$ cat src/tsq_pkg.sv
// package: register map, field layout, step encodings and state types
package tsq_pkg;
  localparam int unsigned DATA_W = 16;
  // register word offsets (byte addresses on a 32-bit avalon bus)
  localparam logic [7:0] OFF_CTRL = 8'h00;
  localparam logic [7:0] OFF_BTE = 8'h04;
  localparam logic [7:0] OFF_T0LIM = 8'h08;
  localparam logic [7:0] OFF_T1LIM = 8'h0c;
  localparam logic [7:0] OFF_SDLIM = 8'h10;
  localparam logic [7:0] OFF_C0LIM = 8'h14;
  localparam logic [7:0] OFF_C1LIM = 8'h18;
  localparam logic [7:0] OFF_HOLD = 8'h1c;
  localparam logic [7:0] OFF_ADJ = 8'h20;
  localparam logic [7:0] OFF_LIT = 8'h24;
  localparam logic [7:0] OFF_QPTR = 8'h28;
  localparam logic [7:0] OFF_STAT = 8'h2c;
  localparam logic [7:0] OFF_QUE0 = 8'h40;
  localparam int unsigned QUE_REGS = 16;
  // control register fields
  localparam int unsigned CTRL_EN_BIT = 15;
  localparam int unsigned CTRL_RUN_BIT = 7;
  // broadcast enable fields
  localparam int unsigned BTE_OC1_CLK_BIT = 4;
  localparam int unsigned BTE_SYNC_LSB = 0;
  localparam int unsigned BTE_SYNC_N = 4;
  // step pointer field
  localparam int unsigned QPTR_W = 5;
  // step byte fields
  localparam int unsigned STEP_ODD_LSB = 8;
  localparam int unsigned STEP_EVEN_LSB = 0;
  // reset and unmapped read values
  localparam logic [15:0] RST_REG = 16'h0000;
  localparam logic [31:0] UNMAPPED_RD = 32'h0000_0000;
  // command codes (upper nibble)
  localparam logic [3:0] CMD_CTRL = 4'h0;
  localparam logic [3:0] CMD_ADD = 4'h1;
  localparam logic [2:0] CMD_JMP = 3'h5;
  localparam logic [2:0] CMD_JMPC0 = 3'h6;
  localparam logic [2:0] CMD_JMPC1 = 3'h7;
  // control options
  localparam logic [3:0] OPT_SD_OFF = 4'h2;
  localparam logic [3:0] OPT_SD_ON = 4'h6;
  localparam logic [3:0] OPT_C0_CHS = 4'hc;
  localparam logic [3:0] OPT_C1_CHS = 4'hd;
  localparam logic [3:0] OPT_LIT_CHS = 4'he;
  localparam logic [3:0] OPT_BCAST = 4'hf;
  // add/copy targets (low three option bits, bit 3 picks copy)
  localparam logic [2:0] TGT_C0 = 3'h0;
  localparam logic [2:0] TGT_C1 = 3'h1;
  localparam logic [2:0] TGT_T0 = 3'h2;
  localparam logic [2:0] TGT_T1 = 3'h3;
  localparam logic [2:0] TGT_SD = 3'h4;
  localparam logic [2:0] TGT_LIT = 3'h5;

  typedef enum logic [2:0] {
    ST_IDLE = 3'b001,
    ST_EXEC = 3'b010,
    ST_WAIT = 3'b100
  } tsq_seq_t;

  typedef struct packed {
    logic [15:0] bte;
    logic [15:0] t0lim;
    logic [15:0] t1lim;
    logic [15:0] sdlim;
    logic [15:0] c0lim;
    logic [15:0] c1lim;
    logic [15:0] hold;
    logic [15:0] adj;
    logic [15:0] lit;
  } tsq_regs_t;

  typedef struct packed {
    logic oc1_clk;
    logic [3:0] oc_sync;
    logic chs_stb;
    logic [15:0] chs_val;
  } tsq_out_t;
endpackage

$ cat src/tsq_regs.sv
// trigger sequencer parameter bank with a small step executor
//
// Notes on behaviour
// RL1: broadcast bit 4 pulses oc unit 1 clock
// RL2: bits 3..0 pulse oc units 4..1 sync
// RL3: only control option 1111 reads broadcast enables
// RL4: bank read-only while enabled and running, except the control register
// RL5: timer 0 limit, 16 bits, reset zero
// RL6: timer 1 limit, 16 bits, reset zero
// RL7: step with delay lasts limit plus one
// RL8: counter 0 limit drives counter 0 jump
// RL9: counter 1 limit drives counter 1 jump
// RL10: hold value copied into selected target
// RL11: adjust value added into selected target
// RL12: literal sent to channel select on command
// RL13: pointer five bits, upper bits read zero
// RL14: pair word: odd step high, even low
// RL15: sixteen queue words, cleared at reset
// RL16: start fetches from pointer, runs in order
// RL17: counter jump increments and loads when unequal
// RL18: locked writes are dropped silently
`timescale 1ns/10ps
`default_nettype none
module tsq_regs #(
  parameter int unsigned QDEPTH = 32
) (
  // clock and reset
  input wire logic clk,
  input wire logic sys_rst,
  // avalon-mm slave
  input wire logic [7:0] avs_address,
  input wire logic avs_read,
  input wire logic avs_write,
  input wire logic [31:0] avs_writedata,
  input wire logic [3:0] avs_byteenable,
  output logic [31:0] avs_readdata,
  output logic avs_waitrequest,
  // trigger outputs
  output logic oc_unit1_clock_pulse,
  output logic [3:0] oc_sync_pulse,
  output logic chs_strobe,
  output logic [15:0] converter_channel_select,
  // timer match events from the core timers
  input wire logic timer0_match,
  input wire logic timer1_match,
  // limit values for the two core timers
  output logic [15:0] timer0_limit_q,
  output logic [15:0] timer1_limit_q
);
  //////////////////////////////////////////////////////////////////////////
  typedef struct packed {
    tsq_pkg::tsq_regs_t r;
    logic en;
    logic run;
    logic [4:0] qptr;
    tsq_pkg::tsq_seq_t st;
    logic sd_on;
    logic [15:0] dcnt;
    logic [15:0] c0;
    logic [15:0] c1;
    logic [1:0] wtmr;
    tsq_pkg::tsq_out_t o;
    logic wreq;
    logic [31:0] rdata;
    logic [15:0] t0q;
    logic [15:0] t1q;
  } tsq_state_t;

  tsq_state_t s_ff, nxt_s;
  logic locked;
  logic acc;
  logic [15:0] wd;
  logic q_wr;
  logic [15:0] q_rd;
  logic [7:0] step;
  logic [3:0] cmd;
  logic [3:0] opt;
  logic [4:0] tgt5;
  logic [15:0] src;
  logic [15:0] cur;
  logic [15:0] newv;
  logic [4:0] qinc;

  assign locked = s_ff.en && s_ff.run; // see RL4
  assign acc = (avs_read || avs_write) && s_ff.wreq;
  // no partial writes on 16-bit registers: low two lanes carry the word
  assign wd = {avs_byteenable[1] ? avs_writedata[15:8] : 8'h00,
               avs_byteenable[0] ? avs_writedata[7:0] : 8'h00};
  assign q_wr = acc && avs_write && !locked &&
                avs_address[7:6] == tsq_pkg::OFF_QUE0[7:6]; // see RL18
  assign cmd = step[7:4];
  assign opt = step[3:0];
  assign tgt5 = {cmd[0], opt};
  // explicit wrap: a modulo by a full 5-bit depth would divide by zero
  assign qinc = (s_ff.qptr == 5'(QDEPTH - 1)) ? 5'h00
                                               : 5'(s_ff.qptr + 5'h01);

  //////////////////////////////////////////////////////////////////////////
  tsq_step_queue #(.NREG(tsq_pkg::QUE_REGS)) u_queue (
    .clk(clk),
    .sys_rst(sys_rst),
    .wr_en(q_wr),
    .wr_idx(avs_address[5:2]),
    .wr_data(wd),
    .rd_idx(avs_address[5:2]),
    .rd_data(q_rd),
    .step_idx(s_ff.qptr),
    .step_byte(step)
  );

  //////////////////////////////////////////////////////////////////////////
  always_comb begin
    nxt_s = s_ff;
    src = 16'h0000;
    cur = 16'h0000;
    newv = 16'h0000;
    nxt_s.o.oc1_clk = 1'b0;
    nxt_s.o.oc_sync = 4'h0;
    nxt_s.o.chs_stb = 1'b0;
    nxt_s.wreq = 1'b1;
    // bus: one wait cycle, answer registered
    if (acc) begin
      nxt_s.wreq = 1'b0;
      nxt_s.rdata = tsq_pkg::UNMAPPED_RD;
      if (avs_read) begin
        case (avs_address)
          tsq_pkg::OFF_CTRL: nxt_s.rdata = {16'h0000, s_ff.en, 7'h00,
                                            s_ff.run, 7'h00};
          tsq_pkg::OFF_BTE: nxt_s.rdata = {16'h0000, s_ff.r.bte};
          tsq_pkg::OFF_T0LIM: nxt_s.rdata = {16'h0000, s_ff.r.t0lim};
          tsq_pkg::OFF_T1LIM: nxt_s.rdata = {16'h0000, s_ff.r.t1lim};
          tsq_pkg::OFF_SDLIM: nxt_s.rdata = {16'h0000, s_ff.r.sdlim};
          tsq_pkg::OFF_C0LIM: nxt_s.rdata = {16'h0000, s_ff.r.c0lim};
          tsq_pkg::OFF_C1LIM: nxt_s.rdata = {16'h0000, s_ff.r.c1lim};
          tsq_pkg::OFF_HOLD: nxt_s.rdata = {16'h0000, s_ff.r.hold};
          tsq_pkg::OFF_ADJ: nxt_s.rdata = {16'h0000, s_ff.r.adj};
          tsq_pkg::OFF_LIT: nxt_s.rdata = {16'h0000, s_ff.r.lit};
          tsq_pkg::OFF_QPTR: nxt_s.rdata = {27'h0, s_ff.qptr}; // see RL13
          tsq_pkg::OFF_STAT: nxt_s.rdata = {13'h0, s_ff.st, s_ff.c1};
          default: begin
            if (avs_address[7:6] == tsq_pkg::OFF_QUE0[7:6]) begin
              nxt_s.rdata = {16'h0000, q_rd};
            end
          end
        endcase
      end else if (avs_address == tsq_pkg::OFF_CTRL) begin
        // control stays writable so software can stop the sequencer
        nxt_s.en = wd[tsq_pkg::CTRL_EN_BIT];
        nxt_s.run = wd[tsq_pkg::CTRL_RUN_BIT] && s_ff.en;
        if (!wd[tsq_pkg::CTRL_RUN_BIT]) begin
          nxt_s.st = tsq_pkg::ST_IDLE;
        end
      end else if (!locked) begin // see RL4 RL18
        case (avs_address)
          tsq_pkg::OFF_BTE: nxt_s.r.bte = wd;
          tsq_pkg::OFF_T0LIM: nxt_s.r.t0lim = wd; // see RL5
          tsq_pkg::OFF_T1LIM: nxt_s.r.t1lim = wd; // see RL6
          tsq_pkg::OFF_SDLIM: nxt_s.r.sdlim = wd;
          tsq_pkg::OFF_C0LIM: nxt_s.r.c0lim = wd;
          tsq_pkg::OFF_C1LIM: nxt_s.r.c1lim = wd;
          tsq_pkg::OFF_HOLD: nxt_s.r.hold = wd; // see RL10
          tsq_pkg::OFF_ADJ: nxt_s.r.adj = wd; // see RL11
          tsq_pkg::OFF_LIT: nxt_s.r.lit = wd; // see RL12
          tsq_pkg::OFF_QPTR: nxt_s.qptr = wd[tsq_pkg::QPTR_W-1:0];
          default: nxt_s.qptr = s_ff.qptr;
        endcase
      end
    end
    // sequencer
    if (!locked) begin
      nxt_s.st = tsq_pkg::ST_IDLE;
    end else begin
      case (s_ff.st)
        tsq_pkg::ST_IDLE: begin
          nxt_s.st = tsq_pkg::ST_EXEC; // see RL16
        end
        tsq_pkg::ST_EXEC: begin
          nxt_s.qptr = qinc;
          nxt_s.st = tsq_pkg::ST_EXEC;
          if (cmd == tsq_pkg::CMD_CTRL) begin
            case (opt)
              tsq_pkg::OPT_SD_OFF: nxt_s.sd_on = 1'b0;
              tsq_pkg::OPT_SD_ON: nxt_s.sd_on = 1'b1;
              4'h8: nxt_s.wtmr = 2'b01;
              4'h9: nxt_s.wtmr = 2'b10;
              tsq_pkg::OPT_C0_CHS: begin
                nxt_s.o.chs_stb = 1'b1;
                nxt_s.o.chs_val = s_ff.r.c0lim;
              end
              tsq_pkg::OPT_C1_CHS: begin
                nxt_s.o.chs_stb = 1'b1;
                nxt_s.o.chs_val = s_ff.r.c1lim;
              end
              tsq_pkg::OPT_LIT_CHS: begin
                nxt_s.o.chs_stb = 1'b1;
                nxt_s.o.chs_val = s_ff.r.lit; // see RL12
              end
              tsq_pkg::OPT_BCAST: begin // see RL3
                nxt_s.o.oc1_clk =
                  s_ff.r.bte[tsq_pkg::BTE_OC1_CLK_BIT]; // see RL1
                nxt_s.o.oc_sync = s_ff.r.bte[tsq_pkg::BTE_SYNC_LSB +:
                                             tsq_pkg::BTE_SYNC_N]; // see RL2
              end
              default: nxt_s.wtmr = 2'b00;
            endcase
          end else if (cmd == tsq_pkg::CMD_ADD) begin
            // add when opt[3]=0 under code 1, copy when opt[3]=1
            src = opt[3] ? s_ff.r.hold : s_ff.r.adj; // see RL10 RL11
            case (opt[2:0])
              tsq_pkg::TGT_C0: cur = s_ff.r.c0lim;
              tsq_pkg::TGT_C1: cur = s_ff.r.c1lim;
              tsq_pkg::TGT_T0: cur = s_ff.r.t0lim;
              tsq_pkg::TGT_T1: cur = s_ff.r.t1lim;
              tsq_pkg::TGT_SD: cur = s_ff.r.sdlim;
              tsq_pkg::TGT_LIT: cur = s_ff.r.lit;
              default: cur = 16'h0000;
            endcase
            newv = opt[3] ? src : 16'(cur + src);
            case (opt[2:0])
              tsq_pkg::TGT_C0: nxt_s.r.c0lim = newv;
              tsq_pkg::TGT_C1: nxt_s.r.c1lim = newv;
              tsq_pkg::TGT_T0: nxt_s.r.t0lim = newv;
              tsq_pkg::TGT_T1: nxt_s.r.t1lim = newv;
              tsq_pkg::TGT_SD: nxt_s.r.sdlim = newv;
              tsq_pkg::TGT_LIT: nxt_s.r.lit = newv;
              default: nxt_s.r.lit = s_ff.r.lit;
            endcase
          end else if (cmd[3:1] == tsq_pkg::CMD_JMP) begin
            nxt_s.qptr = tgt5;
          end else if (cmd[3:1] == tsq_pkg::CMD_JMPC0) begin
            if (s_ff.c0 != s_ff.r.c0lim) begin // see RL8 RL17
              nxt_s.c0 = 16'(s_ff.c0 + 16'h0001);
              nxt_s.qptr = tgt5;
            end else begin
              nxt_s.c0 = 16'h0000;
            end
          end else if (cmd[3:1] == tsq_pkg::CMD_JMPC1) begin
            if (s_ff.c1 != s_ff.r.c1lim) begin // see RL9
              nxt_s.c1 = 16'(s_ff.c1 + 16'h0001);
              nxt_s.qptr = tgt5;
            end else begin
              nxt_s.c1 = 16'h0000;
            end
          end
          // step delay: limit extra cycles after the base cycle
          // the exec cycle is the base cycle, so wait limit cycles: count from limit-1 down to 0
          if ((s_ff.sd_on || (cmd == tsq_pkg::CMD_CTRL &&
                              opt == tsq_pkg::OPT_SD_ON)) &&
              s_ff.r.sdlim != 16'h0000) begin
            nxt_s.dcnt = 16'(s_ff.r.sdlim - 16'h0001); // see RL7
            nxt_s.st = tsq_pkg::ST_WAIT;
          end else if (cmd == tsq_pkg::CMD_CTRL &&
                       (opt == 4'h8 || opt == 4'h9)) begin
            nxt_s.dcnt = 16'h0000;
            nxt_s.st = tsq_pkg::ST_WAIT;
          end
          if (cmd == tsq_pkg::CMD_CTRL && opt == tsq_pkg::OPT_SD_OFF) begin
            nxt_s.st = tsq_pkg::ST_EXEC;
          end
        end
        tsq_pkg::ST_WAIT: begin
          if (s_ff.wtmr == 2'b01 && !timer0_match ||
              s_ff.wtmr == 2'b10 && !timer1_match) begin
            nxt_s.st = tsq_pkg::ST_WAIT;
          end else if (s_ff.dcnt != 16'h0000) begin
            nxt_s.wtmr = 2'b00;
            nxt_s.dcnt = 16'(s_ff.dcnt - 16'h0001); // see RL7
          end else begin
            nxt_s.wtmr = 2'b00;
            nxt_s.st = tsq_pkg::ST_EXEC;
          end
        end
        default: nxt_s.st = tsq_pkg::ST_IDLE;
      endcase
    end
    nxt_s.t0q = nxt_s.r.t0lim;
    nxt_s.t1q = nxt_s.r.t1lim;
  end

  always_ff @(posedge clk) begin
    if (sys_rst) begin
      s_ff <= '0;
      s_ff.st <= tsq_pkg::ST_IDLE;
      s_ff.wreq <= 1'b1;
    end else begin
      s_ff <= nxt_s;
    end
  end

  //////////////////////////////////////////////////////////////////////////
  assign avs_readdata = s_ff.rdata;
  // waitrequest low only in the answer cycle; a flop so it is clean
  assign avs_waitrequest = s_ff.wreq;
  assign oc_unit1_clock_pulse = s_ff.o.oc1_clk;
  assign oc_sync_pulse = s_ff.o.oc_sync;
  assign chs_strobe = s_ff.o.chs_stb;
  assign converter_channel_select = s_ff.o.chs_val;
  assign timer0_limit_q = s_ff.t0q;
  assign timer1_limit_q = s_ff.t1q;
endmodule
`default_nettype wire

$ cat src/tsq_step_queue.sv
// step queue storage: sixteen pair words, byte fetch by step index
`timescale 1ns/10ps
`default_nettype none
module tsq_step_queue #(
  parameter int unsigned NREG = tsq_pkg::QUE_REGS
) (
  // clock and reset
  input wire logic clk,
  input wire logic sys_rst,
  // software write and read port
  input wire logic wr_en,
  input wire logic [3:0] wr_idx,
  input wire logic [15:0] wr_data,
  input wire logic [3:0] rd_idx,
  output logic [15:0] rd_data,
  // sequencer fetch port
  input wire logic [4:0] step_idx,
  output logic [7:0] step_byte
);
  logic [15:0] mem_ff [NREG];
  logic [15:0] pair;

  genvar g;
  generate
    for (g = 0; g < NREG; g++) begin : g_q
      always_ff @(posedge clk) begin
        if (sys_rst) begin
          mem_ff[g] <= tsq_pkg::RST_REG; // see RL15
        end else if (wr_en && wr_idx == 4'(g)) begin
          mem_ff[g] <= wr_data;
        end
      end
    end
  endgenerate

  assign rd_data = mem_ff[rd_idx];
  assign pair = mem_ff[step_idx[4:1]];
  // odd step in high byte, even step in low byte
  assign step_byte = step_idx[0] ? pair[tsq_pkg::STEP_ODD_LSB +: 8]
                                 : pair[tsq_pkg::STEP_EVEN_LSB +: 8]; // see RL14
endmodule
`default_nettype wire

$ cat config.mk
export PLATFORM = sky130hd
export DESIGN_NAME = tsq_regs
export DESIGN_NICKNAME = d
export VERILOG_FILES = /design/src/tsq_pkg.sv /design/src/tsq_regs.sv /design/src/tsq_step_queue.sv
export SDC_FILE = /design/constraint.sdc
export NUM_CORES = 1
export LEC_CHECK = 0
export BUFFER_PORTS_ARGS = -buffer_cell sky130_fd_sc_hd__buf_2
export CAP_MARGIN = 0
export CORE_ASPECT_RATIO = 0.7
export CORE_MARGIN = 2
export CORE_UTILIZATION = 40
export DETAILED_ROUTE_END_ITERATION = 8
export PLACE_DENSITY = 0.53
export SETUP_SLACK_MARGIN = 0.05
export SLEW_MARGIN = 10
export SYNTH_ARGS = -nofsm -noshare
export SYNTH_HDL_FRONTEND = slang
export SYNTH_SLANG_ARGS = --single-unit
$ cat constraint.sdc
create_clock -name clk -period 6.1 [get_ports clk]
set_input_delay 1.83 -clock clk [delete_from_list [all_inputs] [get_ports clk]]
set_output_delay 1.83 -clock clk [all_outputs]
set_load 0.005 [all_outputs]
======== Yosys cells after proc, flatten, opt, wreduce, memory -nomap -nowiden ========
Memory sizes are Yosys's and may differ from the RTL's. A register that Yosys moved wholly into a read port is not among the register bits.
Cells that the tools add are included.
storage, ports and cells
  memories kept ........................... 1
  memory bits (writable) .................. 256
  output and inout bits ................... 87
  register bits ........................... 260
cells by class
  eq/ne operators ......................... 62
  bitwise logic cells ..................... 25
  multiplexer cells ....................... 143
  reductions and logical operators ........ 60
  $add $sub $neg .......................... 6
memories
  memory          depth  bits a word  read ports  clocked after memory_dff  write ports  RTL line              source
  u_queue.mem_ff  16     16           2           1                         16           tsq_step_queue.sv:20  logic [15:0] mem_ff [NREG];
operators with widths
  kind                                                 number
  2-to-1 mux 16 bit                                    46
  2-to-1 mux 80 bit                                    4
  2-to-1 mux 138 bit                                   2
  2-to-1 mux 128 bit                                   2
  case mux 19 bit (12 select lines)                    1
  case mux 16 bit (6 select lines)                     1
  2-to-1 mux 5 bit                                     14
  case mux 16 bit (2 select lines)                     2
  equality test 4 bit, second input constant           14
  case mux 17 bit (3 select lines)                     1
  2-to-1 mux 1 bit                                     50
  2-to-1 mux 33 bit                                    1
  adder 16 x 1 -> 16 bit, second input constant        2
  equality test 8 x 5 -> 1 bit, second input constant  4
  equality test 8 x 6 -> 1 bit, second input constant  4
  != test 16 bit                                       2
  nonzero test 16 bit                                  2
  subtractor 16 x 1 -> 16 bit, second input constant   2
  logical AND 1 bit                                    28
  AND reduction 5 bit                                  5
  2-to-1 mux 24 bit                                    1
  2-to-1 mux 8 bit                                     3
  2-to-1 mux 3 bit                                     7
  equality test 4 x 3 -> 1 bit, second input constant  5
  other kinds (40)                                     93

======== Logic depth before layout (Yosys ltp) ========
Gate-level depths: netlist (run 1).
  depth in word-level cells ............... 14
  mapped depth ............................ 27
  depth with buffers taken out ............ 20

======== Cells and area by module ========
From an unflattened synthesis (run 1), not the netlist that was laid out.
second synthesis, totals
  cell total of the unflattened synthesis .. 2823
  area, all modules ....................... 29255.6 sq um
modules (own cells, without submodules)
  module          cells an instance  instances  area each (sq um)
  tsq_regs        2024               1          15683.8
  tsq_step_queue  799                1          13571.8

======== Least setup slack after synthesis (run 1) ========
OpenSTA, ideal clock, no wires.
  path kind ............................... reg2reg
  start ................................... register s_ff[142] (netlist name)
  end ..................................... register s_ff[210] in the netlist's numbering
  setup time .............................. 0.142 ns
  data required time ...................... 5.958 ns
  data arrival time ....................... 5.153 ns
  clock period less this slack ............ 5.295 ns
  stages on the path, launching flop included .. 25
  buffers on the path ..................... 5
  slack ................................... 0.805 ns
  cells stage by stage .................... dfxtp_1 buf_6 buf_6 buf_8 mux4_2 mux2_2 nand2_1 nand4_2 buf_2 buf_2 nor3_2 a22oi_1 nand3_1 ha_1 inv_1 fa_1 nor2b_1 o21ai_0 a21boi_0 o21ai_0 a211oi_1 nor3_1 o2111a_1 nor3_1 a211oi_1
RTL lines
  item                  RTL line         source
  end signal, assigned  tsq_regs.sv:286  s_ff <= nxt_s;
  end, declared         tsq_regs.sv:69   tsq_state_t s_ff, nxt_s;

==> results of run 1 <==
worst max-delay path, cell delays in order, from the launching register on:
cell      delay (ps)
dfxtp_4          500
buf_4            240
mux4_2           510
mux2_2           310
nand3_1          110
nand4_2          120
buf_12           190
buf_4            200
nor2b_1          170
a21oi_1          140
nor2_1            70
or2_2            300
ha_1             300
a211oi_1          80
buf_4            150
o21a_1           310
nor3_1           340
nor3_1           120
o31ai_1          500
a31oi_1          180
buf_4            180
and2_1           150
mux2i_1          130
buf_4            160
a31oi_1           90
sequential cells by signal, summed over array words and instances (netlist names):
| signal | count |
|---|---|
| avs_waitrequest | 1 |
| chs_strobe | 1 |
| timer0_limit_q | 16 |
| avs_readdata | 19 |
| oc_sync_pulse | 4 |
| s_ff | 173 |
| converter_channel_select | 16 |
| oc_unit1_clock_pulse | 1 |
| u_queue.mem_ff | 256 |
| timer1_limit_q | 16 |
layout by cell type (no fill, tap or decap), types with 34 or more instances in the layout:
cell	netlist	layout
a21oi_1	154	154
buf_2	39	102
nor3_1	36	36
clkbuf_16	0	57
edfxtp_1	256	256
a22oi_1	99	99
nand2_1	196	196
buf_4	93	154
dfxtp_1	247	244
nand3_1	66	63
mux2i_1	88	88
o21ai_0	61	60
a211oi_1	153	152
xnor2_1	48	48
nor2_1	556	556
mux4_2	140	140
xor2_1	34	34
synth_stat cells, types with 18 or more instances:
cell	count
nor2_1	556
edfxtp_1	256
dfxtp_1	247
nand2_1	196
clkbuf_1	155
a21oi_1	154
a211oi_1	153
mux4_2	140
a22oi_1	99
buf_4	93
mux2i_1	88
nand3_1	66
o21ai_0	61
xnor2_1	48
buf_2	39
nor3_1	36
nor2b_1	34
xor2_1	34
ha_1	21
inv_1	20
mux2_2	19
a21o_1	18
cell families after synthesis:
group	share of synthesized area
AND/OR/NAND/NOR	0.1590
AO/OA/AOI/OAI	0.1474
flip-flops	0.4467
buffers and inverters	0.06115
multiplexers	0.1502
XOR/XNOR	0.02540
adder cells (fa/ha/maj)	0.009999
other	0.0001326
cell type report:
cell class,instances,share of cell area
clock inverter,22,0.01213
inverter,20,0.002371
clock buffer,78,0.05071
sequential,503,0.3993
timing repair buffer,262,0.05596
tap,913,0.03608
multi-input combinational,1987,0.4434
antenna,1,0.00007904
how the worst max path moves through the flow:
stage	start	to	slack [ps]	cells after the start
2_1_floorplan	s_ff[142]	s_ff[210]	810	24
3_3_place_gp	s_ff[144]	s_ff[226]	150	23
3_5_place_dp	s_ff[142]	timer0_limit_q[14]	150	23
4_1_cts	s_ff[142]	s_ff[226]	120	23
5_1_grt	s_ff[142]	s_ff[227]	150	24
6_report	s_ff[142]	s_ff[227]	360	24
per-stage QoR:
| step | cells | setup WS, ps | hold WS [ps] |
|---|---|---|---|
| after global placement | 3678 | 148.0 | 437.7 |
| after CTS | 3778 | 117.4 | 454.2 |
| after floorplan | 2819 | 805.1 | 432.3 |
| after global routing | 3785 | 145.4 | 475.4 |
| after detailed placement | 3678 | 150.1 | 445.4 |
| final | 3786 | 364.8 | 455.0 |
repair_timing:
item,4_1_cts,5_1_grt
hold buffers,0,0
endpoints found under the setup margin,0,21
gates resized for setup,0,6
buffers inserted,0,7
per-layer routing:
metal,wire length (um),GRT usage
met2,42890,0.3991
met5,51,0
met3,15680,0.1233
met4,2173,0.06406
met1,50010,0.4502
power breakdown:
part	switching, W	internal [W]	total [W]
Sequential	0.0000325	0.00361	0.00364
Combinational	0.000345	0.000170	0.000515
Clock	0.00149	0.00225	0.00375
==> impl_results.md, run 1 <==
* Vias after detailed routing at 23550
* Startpoint Class: flop
* CP arrival at 6240 ps
* Die height at 226.5 um
* Final Cell Area at 0.03166 mm^2
* Relative max-transition margin at 0.1387
* Peak VDD IR at 0.2057 mV
* Site Rows at 81
* Crit share post-route at 0.9402
* Register clock-pin slew on the reported worst setup and hold paths at 60 ps
* Core Util, Final at 0.4527
* Clock Path Buffers at 3
* Critical Path End Type: flop
* CTS tree: yes
* Nets at 2900
* Syn avg cell area at 10.07 um^2
* Fin. Hold Viols at 0
* Setup-failing EPs final at 0
* Async set-reset flop share out of synthesis at 0
* FF+latch count, synth at 503
* Reg2reg setup slack at 360 ps
* Reg2Reg Launch Point: s_ff[142]
* Gpl congestion at 0.9642
* WHS Path Cells at 2
* Status: complete, no violations
* R2R cell count at 24
* Worst endpoint required time at 6600 ps
* Die area at 0.07287 mm^2
* Final TNS setup at 0 ps
* Htree depth at 2
* Post-synth EDFFs at 256
* Core Footprint at 0.06993 mm^2
* Worst-margin pin slew at 1278 ps
* DRT antenna net count at 0
* Reg-to-Reg End: s_ff[227]
* HPWL Detailed at 78450 um
* Number of max-cap violations at 0
* Hold Crit Class: flop to flop
* Mapped cell area at 0.02828 mm^2
* First-pass GRT wire length at 156700 um
* Critical path class: flop to flop
* Design Power at 0.007901 W
* Vias in the first global route at 21790
* Num CTS Buffers at 54
* Main synth FF type: edfxtp_1
* P&R area growth vs syn at 11.95%
* Reg area at 0.01264 mm^2
* Total I/O pin count at 137
* GRT Util Overall at 0.3008
* Crit-path max FO at 16
* Worst-skew pair later-pin latency at 640 ps
* Initial antenna violation count at 8
* Multi-input gate area at 0.01404 mm^2
* Fin crit period at 5735 ps
* DRC viols at 0
* Final Skew at 11.73 ps
* Global-route congestion overflow total at 0
* FMAX at 174.4 MHz
* DR pass1 iterations at 8
* Largest net degree at the start of global routing at 136
* Hold Startpoint: converter_channel_select[11]
* DR vias/cell at 6.221
* Post-synth top area share at 0.2718
* Starting Density at 0.4044
* Iter 0 DRT Violations at 3455
* Min-Delay Endpoint: converter_channel_select[11]
* Clock tree sinks at 503
* Layout cell share with drive strength beyond 1 at 0.1985
* Mapped Cells at 2807
* Final Routed Wirelength at 110800 um
* Distinct cells, synth at 84
* Pins Over Slew Limit at 0
* Dominant cells by area after synthesis: edfxtp_1 (27%), dfxtp_1 (17%), mux4_2 (11%), nor2_1 (7.4%), a211oi_1 (4.1%)
* Placed Area at 0.02959 mm^2
* Yosys warns at 0
* PD cells at 249.6 mW/mm^2
* Root Driver: clkbuf_16
* Register area share after synthesis at 0.4467
* IO buf count at 105
* Average routed wire per standard cell at 29.27 um
* Die X at 321.8 um
* Fillers at 6647
* Unrepaired setup endpoints after global routing: no
* Leakage at 11.37 nW
* Area leader, netlist: edfxtp_1
No activity file was read; power rests on OpenSTA's default activity.
==> run 2, diff against run 1 <==
--- a/config.mk
+++ b/config.mk
@@ -12,6 +12,7 @@
 export CORE_UTILIZATION = 40
 export DETAILED_ROUTE_END_ITERATION = 8
 export PLACE_DENSITY = 0.53
+export RECOVER_POWER = 100
 export SETUP_SLACK_MARGIN = 0.05
 export SLEW_MARGIN = 10
 export SYNTH_ARGS = -nofsm -noshare
==> run 2 against run 1 <==
The run now ends with max-capacitance violations, max-slew violations left. Critical path type unchanged. Largest cell class unchanged. Design area shrank 1.0%. Sequential share of layout area increased by 0.41 points. Utilization decreased by 0.46 points. Critical path depth down 2. Routed wire length increased by 0.11%. Clock power is essentially flat. Flip-flop and latch count stayed put. Power is essentially flat. Clock-buffer cell count is the same. Via count up 0.11%. Register-to-register slack got worse by 40 ps. Fmax is 0.74% lower.
==> impl_results.md, run 2 (synthesis results as in run 1) <==
* Largest net degree at the start of global routing at 136 (unchanged)
* Global-route congestion overflow total at 0 (unchanged)
* Commonest non-fill, non-tap cell in the layout: nor2_1
* Clock Path Buffers at 3 (unchanged)
* Peak VDD IR at 0.2064 mV (+0.35%)
* FMAX at 173.1 MHz (-0.74%)
* Starting Density at 0.4044 (unchanged)
* DR pass1 iterations at 8 (unchanged)
* Status: complete, but fails checks
* Num CTS Buffers at 54 (unchanged)
* Root Driver: clkbuf_16
* Setup-failing EPs final at 0 (unchanged)
* Relative max-transition margin at -0.1859 (-0.3246)
* Fillers at 6714 (+1.0%)
* Largest register by flop count: u_queue.mem_ff
* Failing checks: max-capacitance violations, max-slew violations
* Unrepaired setup endpoints after global routing: no
* Worst-skew pair later-pin latency at 650 ps (about the same)
* Final TNS setup at 0 ps (unchanged)
* Vias in the first global route at 21790 (unchanged)
* Slowest cell delay on critical path at 500 ps (about the same)
* Final Cell Area at 0.03134 mm^2 (-1.0%)
* Die height at 226.5 um (unchanged)
* Iter 0 DRT Violations at 3666 (+6.1%)
* Most common cell on crit path: buf_4
* Hold Crit Class: flop to flop
* Crit-path max FO at 21 (+5)
* Total I/O pin count at 137 (unchanged)
* Vias after detailed routing at 23580 (+0.11%)
* Clock tree sinks at 503 (unchanged)
* Worst-path cell chain: buf_4, mux4_2, a22o_1, nor2_1, and3_1, buf_12, nor2_1, buf_4, a22oi_1, nand3_1, ha_1, nor2b_1, o21ai_0, a21boi_0, o21ai_0, buf_4, a211oi_2, o31a_1, or3_1, a31oi_1, clkbuf_2, a211oi_1
* HPWL Detailed at 78450 um (unchanged)
* Startpoint Class: flop
* Post-CTS Hold Fix Bufs at 0 (unchanged)
* Final Skew at 14.09 ps (+2.353 ps)
* DRT antenna net count at 0 (unchanged)
* Fin. Hold Viols at 0 (unchanged)
* Die X at 321.8 um (unchanged)
* Gpl congestion at 0.9642 (unchanged)
* CP arrival at 6270 ps (+30 ps)
* Site Rows at 81 (unchanged)
* CP bufs+invs at 5 (-1)
* Number of max-cap violations at 10 (+10)
* Top Family by Delay on Critical Path: compound AO/OA/AOI/OAI gates
* Leakage at 10.98 nW (-3.4%)
* DRC viols at 0 (unchanged)
* Critical path class: flop to flop
* Pins Over Slew Limit at 246 (+246)
* Fin crit period at 5778 ps (+42.74 ps)
* GRT Util Overall at 0.3008 (unchanged)
* Nets at 2900 (unchanged)
* Worst endpoint required time at 6590 ps (about the same)
* Commonest non-fill, non-tap cells in the layout: nor2_1 (557), edfxtp_1 (256), dfxtp_1 (244), nand2_1 (196), a21oi_1 (155)
* Htree depth at 2 (unchanged)
* First-pass GRT wire length at 156700 um (unchanged)
* Layout cell share with drive strength beyond 1 at 0.1612 (-0.03726)
* DR vias/cell at 6.228 (+0.11%)
* CTS tree: yes
* P&R area growth vs syn at 10.81%
* Placed Area at 0.02959 mm^2 (unchanged)
* Average routed wire per standard cell at 29.30 um (+0.11%)
* IO buf count at 105 (unchanged)
* Register clock-pin slew on the reported worst setup and hold paths at 60 ps (about the same)
* Final Routed Wirelength at 110900 um (+0.11%)
* Die area at 0.07287 mm^2 (unchanged)
* Crit-path slowest cell: dfxtp_4
* Crit share post-route at 0.9472 (+0.007006)
* Worst-margin pin slew at 1779 ps (+500.4 ps)
* Max reg flops at 256 (unchanged)
* PD cells at 252.0 mW/mm^2 (+0.97%)
* Core Footprint at 0.06993 mm^2 (unchanged)
* Critical Path End Type: flop
* Initial antenna violation count at 7 (-1)
## run 2: cell count changes in the layout (fill, tap and decap cells not counted), moves of 4 or more
cell / change
a31o_1: +5
a31o_2: -4
o21ai_0: +4
o21ai_1: -4
buf_4: -51
clkbuf_1: +91
clkbuf_2: +5
and2_0: +6
buf_2: -48
and2_1: -6
## run 2: power breakdown
part / switching [W] / internal (W)
registers: 0.0000325 / 0.00361
logic: 0.000344 / 0.000165
clock network: 0.00149 / 0.00225
## run 2: layer usage
metal | GRT usage | wire length (um)
met5 | 0 | 66
met4 | 0.06406 | 2110
met3 | 0.1233 | 16290
met2 | 0.3991 | 42980
met1 | 0.4502 | 49480
## run 2: worst reg2reg max path, cell delays in order, from the launching register on
cell and delay, ps:
dfxtp_4 500, buf_4 170, mux4_2 490, a22o_1 240, nor2_1 270, and3_1 340
buf_12 230, nor2_1 80, buf_4 180, a22oi_1 200, nand3_1 140, ha_1 340
nor2b_1 140, o21ai_0 310, a21boi_0 190, o21ai_0 360, buf_4 230, a211oi_2 90
o31a_1 310, or3_1 320, a31oi_1 170, clkbuf_2 230, a211oi_1 100
## run 2: final cells by class
cell class	instances	area, um^2	share of cell area
Antenna cell	1	2.502	0.00007985
Clock buffer	78	1605	0.05123
Clock inverter	22	384.1	0.01226
Inverter	20	75.07	0.002396
Multi-Input combinational cell	1987	13950	0.4453
Sequential cell	503	12640	0.4034
Tap cell	913	1142	0.03645
Timing Repair Buffer	262	1534	0.04895
## run 2: worst paths after layout
path	start	to	slack [ps]	cells past startpoint
max reg2reg	s_ff[142]	timer0_limit_q[12]	320	22
min reg2reg	converter_channel_select[11]	converter_channel_select[11]	450	2
max	s_ff[142]	timer0_limit_q[12]	320	22
min	converter_channel_select[11]	converter_channel_select[11]	450	2
## run 2: through the flow
step | cells | utilization | power, W | setup slack (ps) | hold WS (ps)
4_1_cts | 3778 | 0.4516 | 0.007930 | 117.4 | 454.2
3_3_place_gp | 3678 | 0.4231 | 0.004204 | 148.0 | 437.7
6_report | 3786 | 0.4481 | 0.007897 | 322.1 | 454.5
5_1_grt | 3785 | 0.4481 | 0.008084 | 91.43 | 475.4
2_1_floorplan | 2819 | - | 0.004006 | 805.1 | 432.3
3_5_place_dp | 3678 | 0.4231 | 0.004215 | 150.1 | 445.4
## run 2: repair_timing
item | in CTS | in global routing
endpoints found under the hold margin | 0 | 0
setup buffers | 0 | 7
resized for setup | 0 | 6
setup endpoints to repair | 0 | 21
